==> src/hdl/phy_event_regs.vh <==
/*
  Register offsets, bit positions and reset values of the event flag and
  PHY control register slice. Assumes inclusion by bare name.
*/
`ifndef PHY_EVENT_REGS_VH
`define PHY_EVENT_REGS_VH

`define ADDR_EVENT_FLAGS      5'h1b
`define ADDR_PHY_CONTROL_ONE  5'h1e
`define ADDR_PHY_CONTROL_TWO  5'h1f

`define EVENT_COUNT           8
`define EVENT_ENABLE_LSB      8

`define CTL1_MODE_MSB         15
`define CTL1_MODE_LSB         14
`define CTL1_POLARITY_BIT     13
`define CTL1_PAIR_STATE_BIT   11
`define CTL1_LOOPBACK_BIT     7

`define CTL2_ALGO_BIT         15
`define CTL2_MANUAL_PAIR_BIT  14
`define CTL2_XOVER_OFF_BIT    13
`define CTL2_IRQ_LEVEL_BIT    9

`define RST_ENABLES           8'h00
`define RST_MODE              2'h0
`define RST_LOOPBACK          1'h0
`define RST_ALGO              1'h1
`define RST_MANUAL_PAIR       1'h0
`define RST_XOVER_OFF         1'h0
`define RST_IRQ_LEVEL         1'h0

`define MODE_SPEED_LINKACT    2'h0
`define MODE_ACT_LINK         2'h1

`endif

==> src/hdl/event_flag_bit.v <==
/*
  One sticky event flag: set by a hardware event pulse, cleared when the
  register holding it is read. Assumes event and read pulse share clk.
*/
`timescale 1ns/1ps

module event_flag_bit (
  input  wire clk,        // System clock
  input  wire nrst,       // Async reset, active low
  input  wire event_in,   // Event pulse or level
  input  wire read_clear, // Register read strobe
  output reg  flag        // Sticky flag
);

  // Set wins over clear in the same cycle
  always @(posedge clk or negedge nrst) begin
    if (!nrst)
      flag <= 1'b0;
    else if (event_in)
      flag <= 1'b1;
    else if (read_clear)
      flag <= 1'b0;
  end

endmodule // event_flag_bit

==> src/hdl/phy_event_flags_and_control_regs.v <==
/*
  Event flag, enable and PHY control register slice of a 10/100 transceiver,
  reached through a simple synchronous register port fed by the management
  serial engine. Assumes event inputs are synchronous pulses on clk and that
  status inputs (polarity, link, speed, activity, auto pair state) come from
  logic on the same clock. Reserved indicator modes use the default mapping,
  and a flag whose event lands in the cycle of its read stays set.
*/
// What this block does
// - Jabber event flag latches 1, reads 0 otherwise, reset 0, clears on read.
// - Receive error flag sets on error, clears on read, reset 0.
// - Page received flag sets on arriving page, clears on read and reset.
// - Parallel detect fault flag sets on fault, clears on read and reset.
// - Partner acknowledge flag sets on acknowledge, clears on read and reset.
// - Link down flag sets on link loss, clears on read, reset 0.
// - Remote fault flag sets on remote fault, clears on read and reset.
// - Link up flag sets on link established, clears on read, reset 0.
// - Two-bit indicator mode, default 00, routes speed/link/activity to indicators.
// - Read-only bit reports reversed receive polarity as 1.
// - Loopback bit, default 0, enables remote analog loopback when 1.
// - Crossover algorithm select bit, default 1, picks detection algorithm.
// - With auto crossover off, manual bit fixes MDI (0) or MDI-X (1).
// - Each flag has an enable bit in upper byte, default 0.
// - Interrupt level bit, default 0, makes interrupt active high when 1.
// - Crossover disable bit, default 0, hands pairs to manual select.
`timescale 1ns/1ps
`include "phy_event_regs.vh"

module phy_event_flags_and_control_regs (
  input  wire        clk,                 // System clock, 20 MHz
  input  wire        nrst,                // Async reset, active low
  input  wire [4:0]  reg_addr,            // Register address
  input  wire        reg_write,           // Write strobe, one cycle
  input  wire [15:0] reg_wdata,           // Write data
  input  wire        reg_read,            // Read strobe, one cycle
  output reg  [15:0] reg_rdata,           // Read data, valid cycle after strobe
  input  wire [7:0]  event_in,            // Event pulses, bit order as flags
  input  wire        polarity_reversed,   // Detected receive polarity
  input  wire        auto_pair_swapped,   // Auto crossover result, 1 = MDI-X
  input  wire        link_ok,             // Link status
  input  wire        activity,            // Traffic activity
  input  wire        speed_100,           // Speed status
  output reg         indicator_a,         // Indicator output A
  output reg         indicator_b,         // Indicator output B
  output reg         remote_loopback,     // Remote analog loopback enable
  output reg         crossover_algo_select, // Crossover algorithm select
  output reg         pair_swapped,        // 1 = transmit on inbound pair
  output reg         irq_out             // Interrupt output, level per setting
);

  // ****************************************
  // Register decode
  // ****************************************
  reg  [7:0] enables;
  reg  [1:0] mode;
  reg        manual_pair;
  reg        xover_off;
  reg        irq_level;
  wire [7:0] flags;

  // Read strobe for the flag register, write strobe for each register
  wire rd_flags = reg_read && (reg_addr == `ADDR_EVENT_FLAGS);
  wire wr_flags = reg_write && (reg_addr == `ADDR_EVENT_FLAGS);
  wire wr_ctl1  = reg_write && (reg_addr == `ADDR_PHY_CONTROL_ONE);
  wire wr_ctl2  = reg_write && (reg_addr == `ADDR_PHY_CONTROL_TWO);

  // ****************************************
  // Interrupt enables, upper byte of flag register
  // ****************************************
  always @(posedge clk or negedge nrst) begin
    if (!nrst) begin
      enables <= `RST_ENABLES;
    end else if (wr_flags) begin
      enables <= reg_wdata[`EVENT_ENABLE_LSB+7:`EVENT_ENABLE_LSB];
    end
  end

  // ****************************************
  // Control register one
  // ****************************************
  always @(posedge clk or negedge nrst) begin
    if (!nrst) begin
      mode            <= `RST_MODE;
      remote_loopback <= `RST_LOOPBACK;
    end else if (wr_ctl1) begin
      mode            <= reg_wdata[`CTL1_MODE_MSB:`CTL1_MODE_LSB];
      remote_loopback <= reg_wdata[`CTL1_LOOPBACK_BIT];
    end
  end

  // ****************************************
  // Control register two
  // ****************************************
  always @(posedge clk or negedge nrst) begin
    if (!nrst) begin
      crossover_algo_select <= `RST_ALGO;
      manual_pair           <= `RST_MANUAL_PAIR;
      xover_off             <= `RST_XOVER_OFF;
      irq_level             <= `RST_IRQ_LEVEL;
    end else if (wr_ctl2) begin
      crossover_algo_select <= reg_wdata[`CTL2_ALGO_BIT];
      manual_pair           <= reg_wdata[`CTL2_MANUAL_PAIR_BIT];
      xover_off             <= reg_wdata[`CTL2_XOVER_OFF_BIT];
      irq_level             <= reg_wdata[`CTL2_IRQ_LEVEL_BIT];
    end
  end

  // ****************************************
  // Event flags
  // ****************************************
  // One sticky flag per event, cleared by a read of the register unless its event lands in the same cycle
  genvar i;
  generate
    for (i = 0; i < `EVENT_COUNT; i = i + 1) begin : g_flag
      event_flag_bit u_flag (
        .clk        (clk),
        .nrst       (nrst),
        .event_in   (event_in[i]),
        .read_clear (rd_flags),
        .flag       (flags[i])
      );
    end
  endgenerate

  // ****************************************
  // Pair assignment
  // ****************************************
  // Manual select only counts once auto crossover is off
  wire pair_now = xover_off ? manual_pair : auto_pair_swapped;

  always @(posedge clk or negedge nrst) begin
    if (!nrst) begin
      pair_swapped <= 1'b0;
    end else begin
      pair_swapped <= pair_now;
    end
  end

  // ****************************************
  // Read data
  // ****************************************
  // Captured only on a read, so the word stands until the next one
  reg  [15:0] next_rdata;

  always @* begin
    next_rdata = 16'h0000;
    if (reg_addr == `ADDR_EVENT_FLAGS) begin
      next_rdata = {enables, flags};
    end else if (reg_addr == `ADDR_PHY_CONTROL_ONE) begin
      next_rdata[`CTL1_MODE_MSB:`CTL1_MODE_LSB] = mode;
      next_rdata[`CTL1_POLARITY_BIT]            = polarity_reversed;
      next_rdata[`CTL1_PAIR_STATE_BIT]          = pair_now;
      next_rdata[`CTL1_LOOPBACK_BIT]            = remote_loopback;
    end else if (reg_addr == `ADDR_PHY_CONTROL_TWO) begin
      next_rdata[`CTL2_ALGO_BIT]        = crossover_algo_select;
      next_rdata[`CTL2_MANUAL_PAIR_BIT] = manual_pair;
      next_rdata[`CTL2_XOVER_OFF_BIT]   = xover_off;
      next_rdata[`CTL2_IRQ_LEVEL_BIT]   = irq_level;
    end
  end

  always @(posedge clk or negedge nrst) begin
    if (!nrst)
      reg_rdata <= 16'h0000;
    else if (reg_read)
      reg_rdata <= next_rdata;
  end

  // ****************************************
  // Indicator routing
  // ****************************************
  reg         next_indicator_a;
  reg         next_indicator_b;

  // Reserved modes fall back to the default mapping
  always @* begin
    next_indicator_a = link_ok & activity;
    next_indicator_b = speed_100;
    case (mode)
      `MODE_SPEED_LINKACT: begin
        next_indicator_a = link_ok & activity;
        next_indicator_b = speed_100;
      end
      `MODE_ACT_LINK: begin
        next_indicator_a = link_ok;
        next_indicator_b = activity;
      end
      default: begin
        next_indicator_a = link_ok & activity;
        next_indicator_b = speed_100;
      end
    endcase
  end

  always @(posedge clk or negedge nrst) begin
    if (!nrst) begin
      indicator_a <= 1'b0;
      indicator_b <= 1'b0;
    end else begin
      indicator_a <= next_indicator_a;
      indicator_b <= next_indicator_b;
    end
  end

  // ****************************************
  // Interrupt output
  // ****************************************
  wire irq_active = |(flags & enables);
  wire next_irq   = irq_level ? irq_active : ~irq_active;

  // Reset value is inactive for the default active-low level
  always @(posedge clk or negedge nrst) begin
    if (!nrst) begin
      irq_out <= 1'b1;
    end else begin
      irq_out <= next_irq;
    end
  end

endmodule // phy_event_flags_and_control_regs

==> config.mk <==
export PLATFORM = sky130hd
export DESIGN_NAME = phy_event_flags_and_control_regs
export DESIGN_NICKNAME = d
export VERILOG_FILES = /design/src/hdl/event_flag_bit.v /design/src/hdl/phy_event_flags_and_control_regs.v
export VERILOG_INCLUDE_DIRS = /design/src /design/src/hdl
export SDC_FILE = /design/constraint.sdc
export NUM_CORES = 1
export LEC_CHECK = 0
export BUFFER_PORTS_ARGS = -buffer_cell sky130_fd_sc_hd__buf_2
export CAP_MARGIN = 5
export CORE_ASPECT_RATIO = 1.5
export CORE_UTILIZATION = 54
export CTS_CLUSTER_DIAMETER = 80
export DETAILED_ROUTE_END_ITERATION = 7
export PLACE_DENSITY = 0.84
export SYNTH_ARGS = -nofsm -noshare
export SYNTH_HDL_FRONTEND = slang
export SYNTH_HIERARCHICAL = 1
export SYNTH_SLANG_ARGS = --single-unit
==> constraint.sdc <==
create_clock -name clk -period 1.8 [get_ports clk]
set_clock_uncertainty 0.15 [all_clocks]
set_input_delay 0.27 -clock clk [delete_from_list [all_inputs] [get_ports clk]]
set_output_delay 0.27 -clock clk [all_outputs]
set_load 0.05 [all_outputs]
==> impl_results.md, run 1 <==
* CTS max path bufs at 2
* Final WS setup at 0.276 ns
* Peak Freq at roughly 660 MHz
* Rows at 25
* Antenna cell count at 0
* Root Driver: clkbuf_8
* Vias in the first global route at 1559
* Total core area at 3220 sq um
* Syn Std Cell Area at 1870 sq um
* Arr. time, crit path at 1.10 ns
* FILL cells at 231
* Worst Hold Class: in2reg
* Fin. max-slew vios at 0
* Cell taking the most area after synthesis: dfrtp_1
* Setup crit end kind: primary output
* Startpoint Class: flop
* Largest stage delay on the critical path at 0.55 ns
* Slowest CP cell: dfstp_2
* H-tree Lvls at 2
* Status: finished clean
* Family with the most delay on the worst path: flip-flops
* Number of post-CTS setup repair buffers at 0
* Vias at ~1500
* Synth Register Bits at 43
* DIE AREA at 3700 sq um
* Internal at 1550 uW
* Ys Warns at 6
* # DRC at 0
* CTS tree: done
* Area contributors post-synth: dfrtp_1 (55%), mux2_2 (10%), o2bb2ai_1 (4.7%), a21o_1 (3.2%), dfstp_2 (2.8%)
* Sw Share at a little under 30%
* Area growth syn-to-layout at 26.8%
* Ys async rst share at 100%
* Clock network power share at 28.1%
* Buf+Inv Stages, Crit Path at 1
* Mapped Cells at roughly 150
* Gpl congestion at 0.811
* Post-CTS Resized at 0
* Critical Path Fanout Max at 3
* Worst Max-Slew Pin Slew at 0.455 ns
* Initial Util at between 50% and 60%
* Antenna Violating Nets Remaining at 0
* Logic pwr share at approximately a fifth
* Worst slack at placement at 0.160 ns
* Final Util at roughly three quarters
* Final hold viol count at 0
* Placed wire-length estimate at between 3 and 4 mm
* Leak Pwr at 0.00115 uW
* Crit path cell chain: buf_2
* Largest net degree at the start of global routing at 26
* Global-route usage over all layers at 25.9%
* Number of buffers created by CTS at 5
* Mean Syn Cell Area at 12.2 sq um
* Sequential share of power at 51.7%
* Die Height at 74.0 microns
* Most common cell in the synthesized netlist: dfrtp_1
* Share of layout cells above drive strength 1 at 40.0%
* First-pass GRT wire length at 7.06 mm
* Critical path data required time at 1.38 ns
* Setup violations, final at 0
* Pwr dens at 930 nW/um^2
* Multi-input gate area at 733 sq um
* Post-synth EDFFs at 0
* Buffers on Ports at 52
* Clock Latency Late Sink at 0.29 ns
* Clk sinks at 43
* Seq/Total Area, Yosys at 57.8%
* Via density at around 5.7
* RSZ-0062 raised after global routing: false
* Post-synth top area share at 55.0%
* Number of max-cap violations at 0
* Commonest cells post-synth: dfrtp_1 (41), mux2_2 (17), nand2_1 (14), o2bb2ai_1 (10), inv_1 (9)
* Clock-pin slew on the worst setup and hold paths at 0.08 ns
* TritonRoute pass-1 iters at 4
* Min Tclk post-route at around 1.5 ns
* Period Utilization, post-route at 84.7%
* Fin nets at 257
* TNS Setup at 0 ns
* Initial antenna violation count at 0
* Peak VDD IR at 0.000671 V
* Synth cell types at 32
* Net Switching at 648 uW
* Top Ports at 60
* Setup CP Type: reg2out
* Routed wire length at 4.10 mm
* Slew Limit Headroom at 69.5%
* Main synth FF type: dfrtp_1
* Average wire per standard cell at between 15 and 20 microns
* Mapped Nets at ~190
* Overflow after GRT at 0
* Sequential cell area at 1080 sq um
* Cts hold-fix bufs at 6
* First DRT Iteration DRCs at 15
* Die width at 50.0 microns
## cells by family (layout without fill, tap and decap cells)
kind of cell	after synthesis	after routing	share of synthesized area (%)
buf+inv	14	81	2.88
compound gates	36	36	14.6
mux	17	17	10.3
flops	43	43	57.8
simple gates	42	42	14.0
xor+xnor	1	1	0.470
## per-stage QoR
stage | cells | hold WS, ns | power (uW) | cell area, sq um
finish | 260 | 0.0107 | 2200 | 2360
global route | 260 | 0.00831 | 2310 | 2360
CTS | 260 | 0.00399 | 2230 | 2360
detailed placement | 246 | 0.0853 | 1600 | 2210
global placement | 246 | 0.0796 | 1580 | 2210
floorplan | 153 | -0.176 | 1440 | 1870
## placed cells by master, fill, tap and decap left out, types with 2 or more instances in the layout
cell           instances
nor3_2                 2
dfrtp_1               41
dfstp_2                2
nor2_1                 5
clkbuf_8               6
and3b_1                3
and4b_1                3
o21ai_0                3
a22oi_1                4
inv_1                  9
and3_1                 2
nor2b_1                4
and4_1                 2
a31oi_1                4
buf_2                 52
dlygate4sd3_1          6
a211oi_1               3
mux2_2                17
buf_4                  5
a21o_1                 8
nand2_1               14
o2bb2ai_1             10
## area by class of cell
type,instances,share of cell area [%]
clock inverter,1,0.212
sequential,43,45.6
timing repair buffer,64,16.0
clock buffer,7,3.65
multi-input combinational,96,31.0
inverter,9,1.43
tap,40,2.12
## power groups by stage
stage	Clock (uW)	Sequential (uW)	Combinational, uW
6_report	619	1140	444
5_1_grt	683	1150	475
2_1_floorplan	0	1280	159
3_5_place_dp	0	1160	438
4_1_cts	645	1140	450
3_3_place_gp	0	1150	425
## final timing paths
path	startpoint	endpoint	slack, ns	cells past startpoint
hold / removal	event_in[2]	g_flag[2].u_flag/flag	0.01	2
max in group asynchronous	nrst	enables[0]	0.73	3
setup / recovery	crossover_algo_select	crossover_algo_select	0.28	1
setup reg to reg	xover_off	reg_rdata[11]	0.52	2
hold reg to reg	irq_level	irq_out	0.34	1
min in group asynchronous	nrst	indicator_b	0.30	2
## sequential cells by signal, summed over array words and instances, names as in the netlist
name	cells
reg_rdata	16
enables	8
g_flag.u_flag/flag	8
mode	2
crossover_algo_select	1
indicator_a	1
indicator_b	1
irq_level	1
irq_out	1
manual_pair	1
pair_swapped	1
remote_loopback	1
xover_off	1
## layer usage
metal  track usage [%]  wire, microns  share of wire [%]
met2              45.3           2230                 54
met5                 0              0                  0
met1              28.6           1500                 37
met4              15.9            170                4.1
met3              5.52            205                5.0
(Power assumes the default switching activity.)
==> inputs of run 2 (changes only) <==
--- a/config.mk
+++ b/config.mk
@@ -9,10 +9,10 @@
 export BUFFER_PORTS_ARGS = -buffer_cell sky130_fd_sc_hd__buf_2
 export CAP_MARGIN = 5
 export CORE_ASPECT_RATIO = 1.5
-export CORE_UTILIZATION = 54
+export CORE_UTILIZATION = 45
 export CTS_CLUSTER_DIAMETER = 80
 export DETAILED_ROUTE_END_ITERATION = 7
-export PLACE_DENSITY = 0.84
+export PLACE_DENSITY = 0.75
 export SYNTH_ARGS = -nofsm -noshare
 export SYNTH_HDL_FRONTEND = slang
 export SYNTH_HIERARCHICAL = 1
==> constraint.sdc (replaced) <==
create_clock -name clk -period 1.4 [get_ports clk]
set_clock_uncertainty 0.15 [all_clocks]
set_input_delay 0.21 -clock clk [delete_from_list [all_inputs] [get_ports clk]]
set_output_delay 0.21 -clock clk [all_outputs]
set_load 0.05 [all_outputs]
==> run 2 against run 1 <==
Count of clock-buffer cells in the layout down 1. Via count up 1.8%. Largest cell class unchanged. Sequential share of layout area fell by 4.0 points. Register-to-register slack worse by 0.41 ns. Die area is 19% higher. Non-clock buffer count grew 22. Core utilization decreased by 8.0 points. Sequential cell count stayed put.
==> impl_results.md, run 2 (synthesis gave the netlist of run 1 again) <==
* Initial antenna violation count at 0
* Max reg flops at 16
* Arr. time, crit path at 1.01 ns
* Critical Path Fanout Max at 3
* Worst slack at placement at -0.0817 ns
* First DRT Iteration DRCs at 33
* Most frequent cells in the layout: buf_2 (50), dfrtp_1 (41), mux2_2 (17), buf_4 (17), dlygate4sd3_1 (16)
* Grt peak-use layer: met2
* Global-route usage over all layers at 21.8%
* Vias in the first global route at 1468
* Rows at 28
* Gpl congestion at 0.752
* Peak Freq at ~730 MHz
* Grt met1 use at between 20% and 30%
* Antenna cell count at 0
* Die Height at just over 80 microns
* Average wire per standard cell at 14.9 microns
* Family with the most delay on the worst path: flip-flops
* Antenna Violating Nets Remaining at 0
* Fin. max-slew vios at 0
* Buf+Inv Stages, Crit Path at 1
* Startpoint Class: flop
* Worst Hold Class: in2reg
* Number of buffers created by CTS at 5
* Clock-pin slew on the worst setup and hold paths at 0.08 ns
* Crit path cell chain: buf_8
* DIE AREA at 4410 sq um
* Worst Max-Slew Pin Slew at 0.408 ns
* Pwr Total at between 2000 and 3000 uW
* Buffers on Ports at 52
* Die width at 54.6 microns
* Largest stage delay on the critical path at 0.57 ns
* # DRC at 0
* Met2 GRT Util at 37.7%
* First-pass GRT wire length at 6.74 mm
* Routed wire length at about 4.3 mm
* Final Util at 65.4%
* Share of layout cells above drive strength 1 at 41.9%
* Area growth syn-to-layout at 38.8%
* Fin nets at 279
* Slew Limit Headroom at 72.8%
* CTS tree: done
* Clock Latency Late Sink at 0.29 ns
* Commonest non-fill, non-tap cell in the layout: buf_2
* Largest Register: reg_rdata
* H-tree Lvls at 2
* Number of max-cap violations at 0
* Clk sinks at 43
* Total core area at 3960 sq um
* TNS Setup at 0 ns
* Overflow after GRT at 0
* M3 GR Usage at roughly 4.5%
* Initial Util at 47.1%
* Peak VDD IR at 0.000905 V
* Setup crit end kind: primary output
* TritonRoute pass-1 iters at 4
* Min Tclk post-route at 1.37 ns
* Setup CP Type: reg2out
* RSZ-0062 raised after global routing: true
* Final WS setup at around 0.03 ns
* Root Driver: clkbuf_8
* CTS max path bufs at 2
* Status: finished clean
* Setup violations, final at 0
* Biggest regs: reg_rdata (16), enables (8), g_flag.u_flag/flag (8)
* Top Ports at 60
* Pwr dens at 1110 nW/um^2
* Final hold viol count at 0
* Critical path data required time at 1.04 ns
* Leak Pwr at 0.00126 uW
* Largest net degree at the start of global routing at 19
* Vias at between 1500 and 2000
* Period Utilization, post-route at 97.9%
* Number of post-CTS setup repair buffers at 0
* Slowest CP cell: dfstp_2
* Via density at ~5.3
* Placed wire-length estimate at between 3 and 4 mm
-- run 2: worst paths after layout --
check | from | to | slack (ns) | depth (start not counted)
worst max-delay path | crossover_algo_select | crossover_algo_select | 0.03 | 1
worst min-delay path | reg_wdata[9] | enables[1] | 0.01 | 2
worst max register to register | xover_off | reg_rdata[11] | 0.11 | 2
worst min register to register | irq_level | irq_out | 0.33 | 1
max in group asynchronous | nrst | crossover_algo_select | 0.35 | 3
min in group asynchronous | nrst | reg_rdata[3] | 0.24 | 2
-- run 2: power by group --
part / internal, uW / leakage [uW] / switching [uW]
Clock: 387 / 0.0000470 / 401
Combinational: 278 / 0.000685 / 358
Sequential: 1380 / 0.000523 / 83.9
Total: 2040 / 0.00126 / 843
-- run 2: cell type report --
class | count | area [sq um]
multi-input combinational | 96 | 741
sequential | 43 | 1080
clock inverter | 1 | 5.00
tap | 45 | 56.3
clock buffer | 6 | 82.6
timing repair buffer | 86 | 593
inverter | 9 | 33.8
fill | 334 | 1370
-- run 2: timing repair --
item                                    CTS  global route
resized for setup                         3             1
hold buffers                             16             0
endpoints found under the setup margin    2             1
hold endpoints to repair                 44             0
-- run 2: routing by layer --
layer | share of wire, % | vias up
met4 | 1.4 | 0
met3 | 4.0 | 5
met5 | 0 | -
li1 | - | 722
met1 | 42 | 731
met2 | 52 | 50
-- run 2: stage by stage --
stage                     area [sq um]  hold WS, ns  instances
after floorplan                   1870       -0.236        153
after global placement            2330      0.00512        263
after detailed placement          2330      0.00872        263
after CTS                         2590      0.00350        286
after global routing              2590      0.00711        286
final                             2590       0.0126        286
